**src/pkg/ocbl_map.vh**
```
// register offsets, field positions and reset values of the list pointer bank
`ifndef OCBL_MAP_VH
`define OCBL_MAP_VH
`define OCBL_CTRL_HEAD_OFS 8'h20
`define OCBL_CTRL_CUR_OFS 8'h24
`define OCBL_BULK_HEAD_OFS 8'h28
`define OCBL_PTR_RESET 32'h00000000
`define OCBL_ADDR_MSB 31
`define OCBL_ADDR_LSB 4
`define OCBL_RSVD_MSB 3
`define OCBL_RSVD_LSB 0
`define OCBL_LIST_FILLED_BIT 1
`define OCBL_CTRL_ENABLE_BIT 4
`endif

```
**src/rtl/ocbl_ptr_reg.v**
```verilog
// one 32-bit descriptor pointer register with reserved low nibble
`timescale 1ns/1ps
`include "ocbl_map.vh"
module ocbl_ptr_reg #(
  parameter AW = 28
) (
  input wire clock, // core clock
  input wire rst_n, // async reset, active low
  input wire load, // load strobe
  input wire [AW-1:0] din, // new address field
  output reg [31:0] q // register value
);
  always @(posedge clock or negedge rst_n) begin
    if (!rst_n) begin
      q <= `OCBL_PTR_RESET;
    end else if (load) begin
      q <= {din, 4'h0};
    end
  end
endmodule // ocbl_ptr_reg

```
**src/rtl/ocbl_list_pointers.v**
```verilog
// control and bulk endpoint list pointer registers with control list walker
`timescale 1ns/1ps
`include "ocbl_map.vh"
module ocbl_list_pointers #(
  parameter AW = 28
) (
  input wire clock, // core clock, 100 MHz
  input wire rst_n, // async reset, active low
  input wire reg_wr, // register write strobe
  input wire reg_rd, // register read strobe
  input wire [7:0] reg_addr, // register byte offset
  input wire [31:0] reg_wdata, // register write data
  input wire init_load, // init: load heads from shared area
  input wire [31:0] init_ctrl_head, // control head word from shared area
  input wire [31:0] init_bulk_head, // bulk head word from shared area
  input wire control_list_enable, // control list enable bit
  input wire frame_start, // start of frame pulse
  input wire ed_served, // control descriptor served pulse
  input wire [31:0] ed_next_link, // next link of the served descriptor
  input wire control_list_filled_flag, // filled flag in command status
  output reg [31:0] reg_rdata, // read data, valid after reg_rd
  output reg reg_rvalid, // read data valid pulse
  output reg clear_list_filled, // pulse: clear the filled flag
  output reg [31:0] control_walk_address, // descriptor to fetch next
  output reg control_walk_active, // control list has a descriptor to serve
  output reg [31:0] bulk_walk_start // bulk walk start address
);
  wire [31:0] control_list_head_pointer;
  wire [31:0] control_list_current_pointer;
  wire [31:0] bulk_list_head_pointer;
  reg ch_load;
  reg [AW-1:0] ch_din;
  reg cc_load;
  reg [AW-1:0] cc_din;
  reg bh_load;
  reg [AW-1:0] bh_din;
  reg next_clear;
  reg [31:0] next_rdata;
  wire wr_bulk_head;
  wire wr_ctrl_cur;
  wire ctrl_cur_zero;
  wire next_link_zero;
  wire served_live;
  wire served_end_reload;
  wire frame_end_reload;
  wire cur_write_ok;

  // address field of a pointer word, reserved nibble dropped
  function [AW-1:0] addr_field;
    input [31:0] w;
    begin
      addr_field = w[`OCBL_ADDR_MSB:`OCBL_ADDR_LSB];
    end
  endfunction

  // a pointer word whose address field is zero marks the end of a list
  function field_zero;
    input [31:0] w;
    begin
      field_zero = (addr_field(w) == {AW{1'b0}});
    end
  endfunction

  // bus offset decode, shared by the write strobes and the read mux
  function reg_hit;
    input [7:0] a;
    input [7:0] ofs;
    begin
      reg_hit = (a == ofs);
    end
  endfunction

  // control head, read-only on the bus
  ocbl_ptr_reg #(
    .AW(AW)
  ) u_ctrl_head (
    .clock(clock),
    .rst_n(rst_n),
    .load(ch_load),
    .din(ch_din),
    .q(control_list_head_pointer)
  );

  ocbl_ptr_reg #(
    .AW(AW)
  ) u_ctrl_cur (
    .clock(clock),
    .rst_n(rst_n),
    .load(cc_load),
    .din(cc_din),
    .q(control_list_current_pointer)
  );

  ocbl_ptr_reg #(
    .AW(AW)
  ) u_bulk_head (
    .clock(clock),
    .rst_n(rst_n),
    .load(bh_load),
    .din(bh_din),
    .q(bulk_list_head_pointer)
  );

  // decoded write strobes
  assign wr_bulk_head = reg_wr && reg_hit(reg_addr, `OCBL_BULK_HEAD_OFS);
  assign wr_ctrl_cur = reg_wr && reg_hit(reg_addr, `OCBL_CTRL_CUR_OFS);

  assign ctrl_cur_zero = field_zero(control_list_current_pointer);
  assign next_link_zero = field_zero(ed_next_link);

  // a served descriptor only counts while the list still has one
  assign served_live = ed_served && !ctrl_cur_zero;
  assign served_end_reload = served_live && next_link_zero && control_list_filled_flag;
  // reload at frame start once the previous pass ran off the end
  assign frame_end_reload = !served_live && frame_start && ctrl_cur_zero
                            && control_list_filled_flag;
  // write only while disabled, and the walker goes first
  assign cur_write_ok = !served_live && !frame_end_reload && wr_ctrl_cur
                        && !control_list_enable;

  always @* begin
    ch_load = init_load;
    ch_din = addr_field(init_ctrl_head);
    bh_load = init_load || wr_bulk_head;
    bh_din = addr_field(reg_wdata);
    if (init_load) begin
      bh_din = addr_field(init_bulk_head);
    end
  end

  // current pointer: walker events first, then the bus
  always @* begin
    cc_load = 1'b0;
    cc_din = addr_field(reg_wdata);
    next_clear = 1'b0;
    if (served_live) begin
      cc_load = 1'b1;
      cc_din = addr_field(ed_next_link);
    end
    if (served_end_reload || frame_end_reload) begin
      cc_load = 1'b1;
      cc_din = addr_field(control_list_head_pointer);
      next_clear = 1'b1;
    end
    if (cur_write_ok) begin
      cc_load = 1'b1;
    end
  end

  // read mux; unmapped offsets read zero
  always @* begin
    next_rdata = 32'h00000000;
    if (reg_hit(reg_addr, `OCBL_CTRL_HEAD_OFS)) begin
      next_rdata = control_list_head_pointer;
    end
    if (reg_hit(reg_addr, `OCBL_CTRL_CUR_OFS)) begin
      next_rdata = control_list_current_pointer;
    end
    if (reg_hit(reg_addr, `OCBL_BULK_HEAD_OFS)) begin
      next_rdata = bulk_list_head_pointer;
    end
  end

  always @(posedge clock or negedge rst_n) begin
    if (!rst_n) begin
      reg_rdata <= `OCBL_PTR_RESET;
      reg_rvalid <= 1'b0;
    end else begin
      reg_rvalid <= reg_rd;
      if (reg_rd) begin
        reg_rdata <= next_rdata;
      end
    end
  end

  // flag clear request, one cycle after the reload
  always @(posedge clock or negedge rst_n) begin
    if (!rst_n) begin
      clear_list_filled <= 1'b0;
    end else begin
      clear_list_filled <= next_clear;
    end
  end

  // walk follows the current pointer; head enters it only by reload
  always @(posedge clock or negedge rst_n) begin
    if (!rst_n) begin
      control_walk_address <= `OCBL_PTR_RESET;
      control_walk_active <= 1'b0;
    end else begin
      control_walk_address <= control_list_current_pointer;
      control_walk_active <= control_list_enable && !ctrl_cur_zero;
    end
  end

  // bulk walk start follows the bulk head
  always @(posedge clock or negedge rst_n) begin
    if (!rst_n) begin
      bulk_walk_start <= `OCBL_PTR_RESET;
    end else begin
      bulk_walk_start <= bulk_list_head_pointer;
    end
  end
endmodule // ocbl_list_pointers

```
**config.mk**
```make
export PLATFORM = sky130hd
export DESIGN_NAME = ocbl_list_pointers
export DESIGN_NICKNAME = d
export VERILOG_FILES = /design/src/rtl/ocbl_ptr_reg.v /design/src/rtl/ocbl_list_pointers.v
export VERILOG_INCLUDE_DIRS = /design/src /design/src/pkg
export SDC_FILE = /design/constraint.sdc
export NUM_CORES = 1
export LEC_CHECK = 0
export BUFFER_PORTS_ARGS = -buffer_cell sky130_fd_sc_hd__clkbuf_2
export CAP_MARGIN = 20
export CELL_PAD_IN_SITES_DETAIL_PLACEMENT = 0
export CELL_PAD_IN_SITES_GLOBAL_PLACEMENT = 1
export CORE_MARGIN = 1.5
export CORE_UTILIZATION = 43
export DETAILED_ROUTE_END_ITERATION = 7
export PLACE_DENSITY = 0.88
export SLEW_MARGIN = 20
export SYNTH_ARGS = -nofsm -noshare
export SYNTH_HDL_FRONTEND = slang
export SYNTH_SLANG_ARGS = --single-unit
export TNS_END_PERCENT = 10
```
**constraint.sdc**
```tcl
create_clock -name clock -period 5.8 [get_ports clock]
set_clock_uncertainty 0.1 [all_clocks]
set_input_delay 0.58 -clock clock [delete_from_list [all_inputs] [get_ports clock]]
set_output_delay 0.58 -clock clock [all_outputs]
set_load 0.02 [all_outputs]
```
==> results.sh, run 1 <==
export IMPL_crit_required_ns=6.00
export IMPL_dieWidth_um=135
export IMPL_first_pass_iters=4
export IMPL_port_buffers=215
export IMPL_power_density_nw_per_um2=315
export IMPL_vdd_drop_max_uv=196
export IMPL_ant_nets=0
export IMPL_initial_core_util_pct=43.7
export IMPL_vias=5235
export IMPL_clockRootBuffer="clkbuf_16"
export IMPL_remaining_drc_errors=0
export IMPL_fin_util_pct=54.6
export IMPL_finalCriticalPeriod_ns=3.69
export IMPL_pin_count=244
export IMPL_avgSynthCellArea_um2=12.7
export IMPL_seqCellArea_um2=4280
export IMPL_endpoint_kind="flip-flop"
export IMPL_tightest_slew_ns=1.06
export IMPL_routedLengthMet1_mm=8.42
export IMPL_num_fill_cells=1525
export IMPL_wl_met3_um=977
export IMPL_worst_setup_path_type="reg2reg"
export IMPL_r2r_end="u_ctrl_cur.q[5]"
export IMPL_synth_area_leaders="dfrtp_1 (57%), mux2_2 (11%), mux2_4 (7.8%)"
export IMPL_viasPerCell=5.06
export IMPL_dp_slack_ns=2.17
export IMPL_setup_violations_final=0
export IMPL_syn_area_um2=7510
export IMPL_cp_max_fo=28
export IMPL_synth_largest_area_cell="dfrtp_1"
export IMPL_num_antenna_cells=0
export IMPL_cap_violations=0
export IMPL_die_h_um=135
export IMPL_grt_max_degree=85
export IMPL_hold_path_class="in2async"
export IMPL_maxSlewViolCount=0
export IMPL_dp_hpwl_mm=13.5
export IMPL_p_leak_nw=4.74
export IMPL_cts_resized_gates=0
export IMPL_wl_per_cell_um=19.3
export IMPL_dieArea_um2=18300
export IMPL_final_layout_size_suffix_gt1_share_pct=46.0
export IMPL_grt_pass1_vias=5396
export IMPL_rr_startpoint="u_ctrl_cur.q[24]"
export IMPL_async_reset_ff_share_pct=100
export IMPL_yosys_warnings=0
export IMPL_ys_seq_elements=171
export IMPL_overflow=0
export IMPL_hold_violations=0
export IMPL_htreeDepth=4
export IMPL_dr_max_layer_used="met4"
export IMPL_clock_path_buffers=2
export IMPL_cts_tree="yes"
export IMPL_crit_arrival_ns=3.89
export IMPL_synth_seq_area_share_pct=57.0
export IMPL_synth_top_cell_area_share_pct=57.0
export IMPL_max_slew_margin_rel_pct=29.1
export IMPL_cts_setup_buffers=0
export IMPL_core_area_um2=17200
export IMPL_reg2regPathDepth=6
export IMPL_cts_buffers=17
export IMPL_drt_first_iter_violations=238
export IMPL_ys_types=29
export IMPL_wl_met2_mm=10.3
export IMPL_status="completed"
export IMPL_nets=943
export IMPL_rsz0062_at_grt="false"
export IMPL_setup_slack_ns=2.11
export IMPL_clock_sinks=171
export IMPL_track_usage_pct=22.6
export IMPL_hold_slack_ns=0.0872
export IMPL_syn_inst=590
export IMPL_critPathLaunchType="flip-flop"
export IMPL_finalSetupTns_ns=0
export IMPL_clk_transition_reported_paths_ns=0.07
export IMPL_antenna_found_initial=0
export IMPL_totalWireLength_mm=19.9
export IMPL_multiInputGateArea_um2=2930
export IMPL_grt_pass1_wl_mm=30.6
export IMPL_fmax_mhz=271
export IMPL_period_share_pct=63.6
export IMPL_r2r_slack_ns=2.11
export IMPL_clock_latency_ns=0.42
export IMPL_postCtsHoldBufs=0
export IMPL_gp_congestion=0.811
export IMPL_areaGrowthSynthToFinish_pct=25.0
export IMPL_synth_edf_count=0
export IMPL_rows=48
export IMPL_synthFlopType="dfrtp_1"
==> worst max-delay path by stage <==
stage	slack (ns)	cells past startpoint	from	to
floorplan	3.21	6	reg_addr[1]	u_ctrl_cur.q[16]
global placement	2.08	5	reg_addr[2]	u_ctrl_cur.q[16]
finish	2.11	6	u_ctrl_cur.q[24]	u_ctrl_cur.q[5]
detailed placement	2.17	6	u_ctrl_cur.q[23]	u_ctrl_cur.q[5]
CTS	2.09	6	u_ctrl_cur.q[24]	u_ctrl_cur.q[31]
global route	1.95	6	u_ctrl_cur.q[24]	u_ctrl_cur.q[31]
==> cells in the mapped netlist (3+ instances only) <==
cell and n:
dfrtp_1 171, mux2_2 73, mux2i_1 56, mux2_4 39
nand2_1 32, nor2_1 30, a21oi_1 28, inv_1 28
o21ai_0 28, o22ai_1 28, clkbuf_1 19, buf_4 14
nor4_1 12, buf_2 6, buf_1 4, buf_6 3
nand3_1 3
==> cells in the final DEF, fill, tap and decap left out, types with 3 or more instances in the layout <==
cell type / count
nor4_1: 12
nor2_1: 30
dfrtp_1: 171
clkbuf_16: 17
clkinv_4: 4
mux2_4: 39
clkbuf_2: 213
o21ai_0: 28
clkinvlp_4: 3
buf_4: 8
nand3_1: 3
bufinv_16: 3
o22ai_1: 28
inv_1: 28
a21oi_1: 28
mux2i_1: 56
nand2_1: 32
mux2_2: 73
conb_1: 12
==> logic make-up (layout without fill, tap and decap cells) <==
family / after synthesis / count (layout) / synth area share, %
muxes: 168 / 168 / 26.2
other: 1 / 12 / 0.0500
and+or+nand+nor: 89 / 89 / 5.55
DFF: 171 / 171 / 57.0
buffers and inverters: 74 / 283 / 4.80
AOI/OAI and AO/OA: 87 / 87 / 6.38
==> layer usage <==
layer	global-route usage (%)	vias up
met5	0	-
met4	7.05	0
met3	4.75	18
met2	38.7	157
met1	28.8	2593
li1	-	2467
==> final cells by class <==
cell class              count  area share [%]
clock inverters            12            1.76
inverters                  28            1.12
multi-input cells         356            31.2
clock buffers              19            4.83
well taps                 225            3.00
flip-flops and latches    171            45.6
repair buffers            224            12.5
==> power breakdown <==
part	switching [mW]	internal, mW	total [mW]
Sequential	0.0747	1.30	1.37
Clock	0.483	0.704	1.19
Combinational	0.217	0.183	0.400
==> flip-flops by register name, summed over array words and instances, names as in the netlist <==
name / cells
u_ctrl_cur.q: 28
clear_list_filled: 1
control_walk_active: 1
control_walk_address: 28
bulk_walk_start: 28
u_ctrl_head.q: 28
u_bulk_head.q: 28
reg_rvalid: 1
reg_rdata: 28
==> stage by stage <==
stage	instances	area, um2	total power [mW]
2_1_floorplan	601	7550	1.62
3_3_place_gp	1003	8740	1.79
5_1_grt	1035	9380	3.08
3_5_place_dp	1004	8760	1.80
4_1_cts	1035	9380	2.99
6_report	1035	9380	2.96
==> worst max-delay path, stage by stage, from the launching register on <==
cell	delay (ns)
dfrtp_1	0.42
nor4_1	0.53
nand4_1	0.37
o21ai_4	0.48
o32a_2	0.97
mux2_2	0.43
mux2_2	0.26
No activity file was read; power rests on OpenSTA's default activity.
==> inputs of run 2 (changes only) <==
--- a/config.mk
+++ b/config.mk
@@ -6,14 +6,15 @@
 export SDC_FILE = /design/constraint.sdc
 export NUM_CORES = 1
 export LEC_CHECK = 0
+export ABC_AREA = 1
 export BUFFER_PORTS_ARGS = -buffer_cell sky130_fd_sc_hd__clkbuf_2
 export CAP_MARGIN = 20
 export CELL_PAD_IN_SITES_DETAIL_PLACEMENT = 0
 export CELL_PAD_IN_SITES_GLOBAL_PLACEMENT = 1
 export CORE_MARGIN = 1.5
-export CORE_UTILIZATION = 43
+export CORE_UTILIZATION = 37
 export DETAILED_ROUTE_END_ITERATION = 7
-export PLACE_DENSITY = 0.88
+export PLACE_DENSITY = 0.82
 export SLEW_MARGIN = 20
 export SYNTH_ARGS = -nofsm -noshare
 export SYNTH_HDL_FRONTEND = slang
==> constraint.sdc (replaced) <==
create_clock -name clock -period 3.5 [get_ports clock]
set_clock_uncertainty 0.1 [all_clocks]
set_input_delay 0.35 -clock clock [delete_from_list [all_inputs] [get_ports clock]]
set_output_delay 0.35 -clock clock [all_outputs]
set_load 0.02 [all_outputs]
==> results.sh, run 2 <==
export IMPL_r2r_end="u_ctrl_cur.q[19]"
export IMPL_synthFlopType="dfrtp_1"
export IMPL_pin_count=244
export IMPL_totalWireLength_mm=24.0
export IMPL_yosys_warnings=0
export IMPL_crit_arrival_ns=2.98
export IMPL_clk_transition_reported_paths_ns=0.07
export IMPL_dp_hpwl_mm=16.1
export IMPL_path_cells="nor2_1, nand2_1, nor2_1, nand2_1, o21ai_4, nor2_2, nor2_4, nand2_1, nand3_1, nand2_1"
export IMPL_dieWidth_um=148
export IMPL_rr_startpoint="u_ctrl_cur.q[21]"
export IMPL_hold_path_class="in2reg"
export IMPL_synth_edf_count=0
export IMPL_finalSetupTns_ns=0
export IMPL_cp_max_fo=28
export IMPL_hold_path_depth=3
export IMPL_tightest_slew_ns=0.949
export IMPL_overflow=0
export IMPL_path_buf_inv=0
export IMPL_endpoint_kind="flip-flop"
export IMPL_cts_buffers=17
export IMPL_antenna_found_initial=1
export IMPL_synth_largest_area_cell="dfrtp_1"
export IMPL_synth_common_cells="nand2_1 (353), dfrtp_1 (171), inv_1 (122)"
export IMPL_hold_slack_ns=0.0360
export IMPL_hp_start="init_ctrl_head[31]"
export IMPL_ant_nets=0
export IMPL_first_pass_iters=5
export IMPL_status="completed"
export IMPL_rows=52
export IMPL_grt_max_degree=73
export IMPL_cp_slowest_cell="nor2_4"
export IMPL_yosys_area_share_simple_pct=27.3
export IMPL_hold_violations=0
export IMPL_htreeDepth=4
export IMPL_finalCriticalPeriod_ns=2.77
export IMPL_grt_pass1_wl_mm=37.4
export IMPL_synth_compound_area_share_pct=7.13
export IMPL_clockRootBuffer="clkbuf_16"
export IMPL_synth_area_leaders="dfrtp_1 (55%), nand2_1 (17%), inv_1 (5.9%)"
export IMPL_initial_core_util_pct=38.1
export IMPL_path_delay_family="simple AND/OR/NAND/NOR gates"
export IMPL_core_area_um2=20400
export IMPL_crit_required_ns=3.70
export IMPL_track_usage_pct=22.5
export IMPL_synth_top_cell_area_share_pct=54.9
export IMPL_cts_resized_gates=0
export IMPL_multiInputGateArea_um2=2730
export IMPL_setup_violations_final=0
export IMPL_vias=6885
export IMPL_crit_top_cell="nand2_1"
export IMPL_port_buffers=215
export IMPL_reg2regPathDepth=10
export IMPL_clock_latency_ns=0.42
export IMPL_cts_tree="yes"
export IMPL_dieArea_um2=21900
export IMPL_gp_congestion=0.794
export IMPL_worst_setup_path_type="reg2reg"
export IMPL_cts_setup_buffers=0
export IMPL_seqCellArea_um2=4280
export IMPL_num_fill_cells=2087
export IMPL_maxSlewViolCount=0
export IMPL_drt_first_iter_violations=375
export IMPL_synth_seq_area_share_pct=54.9
export IMPL_syn_inst=960
export IMPL_hold_end="u_ctrl_head.q[31]"
export IMPL_cap_violations=0
export IMPL_num_antenna_cells=0
export IMPL_ys_seq_elements=171
export IMPL_fmax_mhz=360
export IMPL_grt_pass1_vias=6656
export IMPL_wl_per_cell_um=16.6
export IMPL_nets=1307
export IMPL_max_stage_delay_ns=0.68
export IMPL_ys_types=29
export IMPL_areaGrowthSynthToFinish_pct=23.0
export IMPL_viasPerCell=4.77
export IMPL_r2r_slack_ns=0.73
export IMPL_remaining_drc_errors=0
export IMPL_syn_area_um2=7790
export IMPL_synth_mux_area_share_pct=0
export IMPL_synth_top_family_by_area="simple AND/OR/NAND/NOR gates"
export IMPL_period_share_pct=79.3
export IMPL_vdd_drop_max_uv=283
export IMPL_critPathLaunchType="flip-flop"
export IMPL_synth_xor_area_share_pct=0
export IMPL_yosysMostFrequentCell="nand2_1"
export IMPL_layout_commonest_cell="nand2_1"
export IMPL_avgSynthCellArea_um2=8.12
export IMPL_layout_common_cells="nand2_1 (353), clkbuf_2 (214), dfrtp_1 (171)"
export IMPL_die_h_um=148
export IMPL_final_layout_size_suffix_gt1_share_pct=23.6
export IMPL_clock_path_buffers=2
export IMPL_power_density_nw_per_um2=477
export IMPL_rsz0062_at_grt="false"
export IMPL_synth_adder_area_share_pct=0
export IMPL_clock_sinks=171
export IMPL_max_slew_margin_rel_pct=36.7
export IMPL_p_leak_nw=5.11
export IMPL_async_reset_ff_share_pct=100
## run 2: cell types whose count changed after synthesis, sizes merged, moves of 29 or more
cell   before  now
mux2      112    0
mux2i      56    0
inv        28  124
nand3       4   67
o21ai      29   58
nand2      32  354
## run 2: tightest hold or removal path, delay by kind of cell
| kind | cells | cell delay (ns) |
|---|---|---|
| buffers and inverters | 1 | 0.08 |
| AND/OR/NAND/NOR | 1 | 0.04 |
| AO/OA/AOI/OAI | 1 | 0.05 |
## run 2: worst max path at each step
| stage | depth (start not counted) | end | slack [ns] | start |
|---|---|---|---|---|
| 6_report | 10 | u_ctrl_cur.q[19] | 0.73 | u_ctrl_cur.q[21] |
| 5_1_grt | 10 | u_ctrl_cur.q[19] | 0.46 | u_ctrl_cur.q[17] |
| 3_3_place_gp | 10 | u_ctrl_cur.q[22] | 0.76 | u_ctrl_cur.q[22] |
| 4_1_cts | 10 | u_ctrl_cur.q[19] | 0.69 | u_ctrl_cur.q[22] |
| 2_1_floorplan | 10 | u_ctrl_cur.q[18] | 1.80 | u_ctrl_cur.q[26] |
| 3_5_place_dp | 10 | u_ctrl_cur.q[19] | 0.72 | u_ctrl_cur.q[22] |
## run 2: area by class of cell
cell class                 instances  area share [%]
inverter                         124            4.86
clock inverter                    12           0.940
tap                              270            3.53
clock buffer                      19            4.73
multi-input combinational        616            28.5
timing repair buffer             232            12.8
sequential                       171            44.7
## run 2: cells by family (layout without fill, tap and decap cells)
family                 Yosys count  after routing
buffers and inverters          184            387
AOI/OAI and AO/OA               92             92
other                            1             12
DFF                            171            171
and+or+nand+nor                512            512
## run 2: where the power goes
| group | total, mW | internal [mW] | switching, mW | leakage, nW |
|---|---|---|---|---|
| combinational | 0.568 | 0.193 | 0.375 | 2.74 |
| clock | 1.76 | 0.951 | 0.814 | 0.268 |
| sequential | 2.24 | 2.14 | 0.104 | 2.10 |
## run 2: metrics by stage
stage / area [um2] / cells / util [%] / worst slack, ns / total power [mW]
4_1_cts: 9580 / 1444 / 46.9 / 0.693 / 4.62
5_1_grt: 9580 / 1444 / 46.9 / 0.465 / 4.78
3_5_place_dp: 9030 / 1412 / 44.2 / 0.719 / 2.85
3_3_place_gp: 9030 / 1412 / 44.2 / 0.760 / 2.84
2_1_floorplan: 7830 / 971 / - / 1.80 / 2.57
6_report: 9580 / 1444 / 46.9 / 0.726 / 4.57
## run 2: repair_timing
action                     4_1_cts  5_1_grt
hold buffers                     1        0
setup endpoints to repair        0        0
hold endpoints to repair        54        0
## run 2: layer usage
layer,GRT usage [%],routed length (um),part of all wire [%]
met1,30.8,10800,45
met2,36.9,11400,48
met3,3.68,1320,5.5
met4,6.68,433,1.8
met5,0,0,0
==> inputs of run 3 (changes only) <==
--- a/config.mk
+++ b/config.mk
@@ -6,15 +6,15 @@
 export SDC_FILE = /design/constraint.sdc
 export NUM_CORES = 1
 export LEC_CHECK = 0
-export ABC_AREA = 1
+export ABC_AREA = 0
 export BUFFER_PORTS_ARGS = -buffer_cell sky130_fd_sc_hd__clkbuf_2
 export CAP_MARGIN = 20
 export CELL_PAD_IN_SITES_DETAIL_PLACEMENT = 0
 export CELL_PAD_IN_SITES_GLOBAL_PLACEMENT = 1
 export CORE_MARGIN = 1.5
-export CORE_UTILIZATION = 37
+export CORE_UTILIZATION = 36
 export DETAILED_ROUTE_END_ITERATION = 7
-export PLACE_DENSITY = 0.82
+export PLACE_DENSITY = 0.78
 export SLEW_MARGIN = 20
 export SYNTH_ARGS = -nofsm -noshare
 export SYNTH_HDL_FRONTEND = slang
==> constraint.sdc (replaced) <==
create_clock -name clock -period 2.4 [get_ports clock]
set_clock_uncertainty 0.1 [all_clocks]
set_input_delay 0.24 -clock clock [delete_from_list [all_inputs] [get_ports clock]]
set_output_delay 0.24 -clock clock [all_outputs]
set_load 0.02 [all_outputs]
==> results.sh, run 3 (synthesis results as in run 1) <==
export IMPL_status="finished, violations left"
export IMPL_violations="negative setup slack"
export IMPL_grt_pass1_wl_mm=33.2
export IMPL_tightest_slew_ns=0.613
export IMPL_num_antenna_cells=0
export IMPL_clockRootBuffer="clkbuf_16"
export IMPL_final_cells=1197
export IMPL_antenna_found_initial=0
export IMPL_viasPerCell=4.78
export IMPL_nets=1059
export IMPL_layout_common_cells="clkbuf_2 (213), dfrtp_1 (171), buf_4 (59)"
export IMPL_fmax_mhz=380
export IMPL_drt_first_iter_violations=168
export IMPL_layout_commonest_cell="clkbuf_2"
export IMPL_fin_util_pct=51.9
export IMPL_cts_buffers=17
export IMPL_clk_transition_reported_paths_ns=0.06
export IMPL_r2r_slack_ns=-0.23
export IMPL_gp_congestion=0.789
export IMPL_hold_path_class="in2reg"
export IMPL_cp_max_fo=17
export IMPL_crit_required_ns=2.61
export IMPL_hold_violations=0
export IMPL_cts_tree="yes"
export IMPL_track_usage_pct=20.2
export IMPL_power_total_mw=7.22
export IMPL_clock_path_buffers=2
export IMPL_power_density_nw_per_um2=684
export IMPL_pin_count=244
export IMPL_rsz0062_at_grt="true"
export IMPL_startpoint="u_ctrl_cur.q[24]"
export IMPL_vdd_drop_max_uv=423
export IMPL_finalCriticalPeriod_ns=2.63
export IMPL_first_pass_iters=4
export IMPL_areaGrowthSynthToFinish_pct=40.7
export IMPL_rows=52
export IMPL_remaining_drc_errors=0
export IMPL_wl_per_cell_um=17.9
export IMPL_vias=5719
export IMPL_port_buffers=215
export IMPL_die_h_um=147
export IMPL_post_dp_cell_area_um2=9320
export IMPL_stdcell_area_um2=10600
export IMPL_worst_setup_path_type="reg2reg"
export IMPL_dp_hpwl_mm=14.7
export IMPL_dieArea_um2=21700
export IMPL_maxSlewViolCount=0
export IMPL_clock_sinks=171
export IMPL_grt_max_degree=85
export IMPL_totalWireLength_mm=21.4
export IMPL_setup_slack_ns=-0.230
export IMPL_setup_violations_final=28
export IMPL_core_area_um2=20400
export IMPL_final_layout_size_suffix_gt1_share_pct=46.4
export IMPL_crit_arrival_ns=2.84
export IMPL_max_slew_margin_rel_pct=59.1
export IMPL_ant_nets=0
export IMPL_endpoint_kind="flip-flop"
export IMPL_grt_pass1_vias=5814
export IMPL_p_leak_nw=5.35
export IMPL_clock_latency_ns=0.43
export IMPL_period_share_pct=110
export IMPL_dieWidth_um=147
export IMPL_cap_violations=0
export IMPL_initial_core_util_pct=36.9
export IMPL_htreeDepth=4
export IMPL_hp_start="reg_wdata[26]"
export IMPL_overflow=0
export IMPL_rr_startpoint="u_ctrl_cur.q[24]"
export IMPL_critPathLaunchType="flip-flop"
export IMPL_dp_cells=1106
==> run 3: cell types whose count changed in the layout (fill, tap and decap cells not counted), moves of 18 or more <==
| cell | delta |
|---|---|
| mux2_4 | +58 |
| mux2_2 | +54 |
| inv_1 | -94 |
| nand3_1 | -62 |
| o21ai_0 | -29 |
| nor2_1 | -19 |
| dlygate4sd3_1 | +57 |
| buf_4 | +44 |
| o211ai_1 | -18 |
| mux2i_1 | +56 |
| nand4_1 | -28 |
| nand2_1 | -321 |
| a21oi_1 | +28 |
==> run 3: routing by layer <==
metal,share of wire (%),GRT usage [%],up-vias
met5,0,0,-
met4,1.1,5.40,0
met3,4.4,4.10,19
met2,50,33.5,159
met1,45,27.0,2835
li1,-,-,2706
==> run 3: final cells by class <==
| type | count | area (um2) |
|---|---|---|
| clock buffers | 22 | 454 |
| clock inverters | 10 | 118 |
| fillers | 1832 | 9800 |
| inverters | 28 | 105 |
| multi-input cells | 356 | 3010 |
| flip-flops and latches | 171 | 4280 |
| well taps | 270 | 338 |
| repair buffers | 340 | 2260 |
==> run 3: final timing paths <==
check                                endpoint  depth (start not counted)
max in group asynchronous    u_ctrl_cur.q[21]                          3
setup / recovery             u_ctrl_cur.q[21]                          9
hold / removal              u_bulk_head.q[26]                          3
min in group asynchronous       reg_rdata[14]                          2
setup reg to reg             u_ctrl_cur.q[21]                          9
hold reg to reg            bulk_walk_start[6]                          0
==> run 3: stage by stage <==
step | TNS [ns] | hold slack, ns | setup slack (ns)
3_5_place_dp | -11.32 | 0.0596 | -0.420
2_1_floorplan | 0 | -0.156 | 0.0166
3_3_place_gp | -9.65 | 0.0616 | -0.377
6_report | -5.64 | 0.0197 | -0.230
4_1_cts | -6.01 | 0.00543 | -0.241
5_1_grt | -9.04 | 0.0310 | -0.354
==> run 3: timing repair <==
action                                 4_1_cts  5_1_grt
pin swaps                                    1        0
hold buffers                                58        0
resized for setup                           13        9
setup buffers                                1        0
endpoints found under the hold margin      135        0
setup endpoints to repair                   28       28
==> run 3: worst max-delay path: stages (launching register included) <==
cell and delay [ns]:
dfrtp_1 0.39, nor4_2 0.31, buf_4 0.17, nand4_1 0.11, buf_6 0.17, o21ai_4 0.20, buf_12 0.20, mux2_2 0.35
mux2_4 0.25, mux2_4 0.25
==> run 3: power by group <==
group	switching (mW)	internal [mW]	total [mW]
clock	1.15	1.56	2.71
sequential	0.146	3.14	3.28
combinational	0.607	0.620	1.23
total	1.90	5.32	7.22
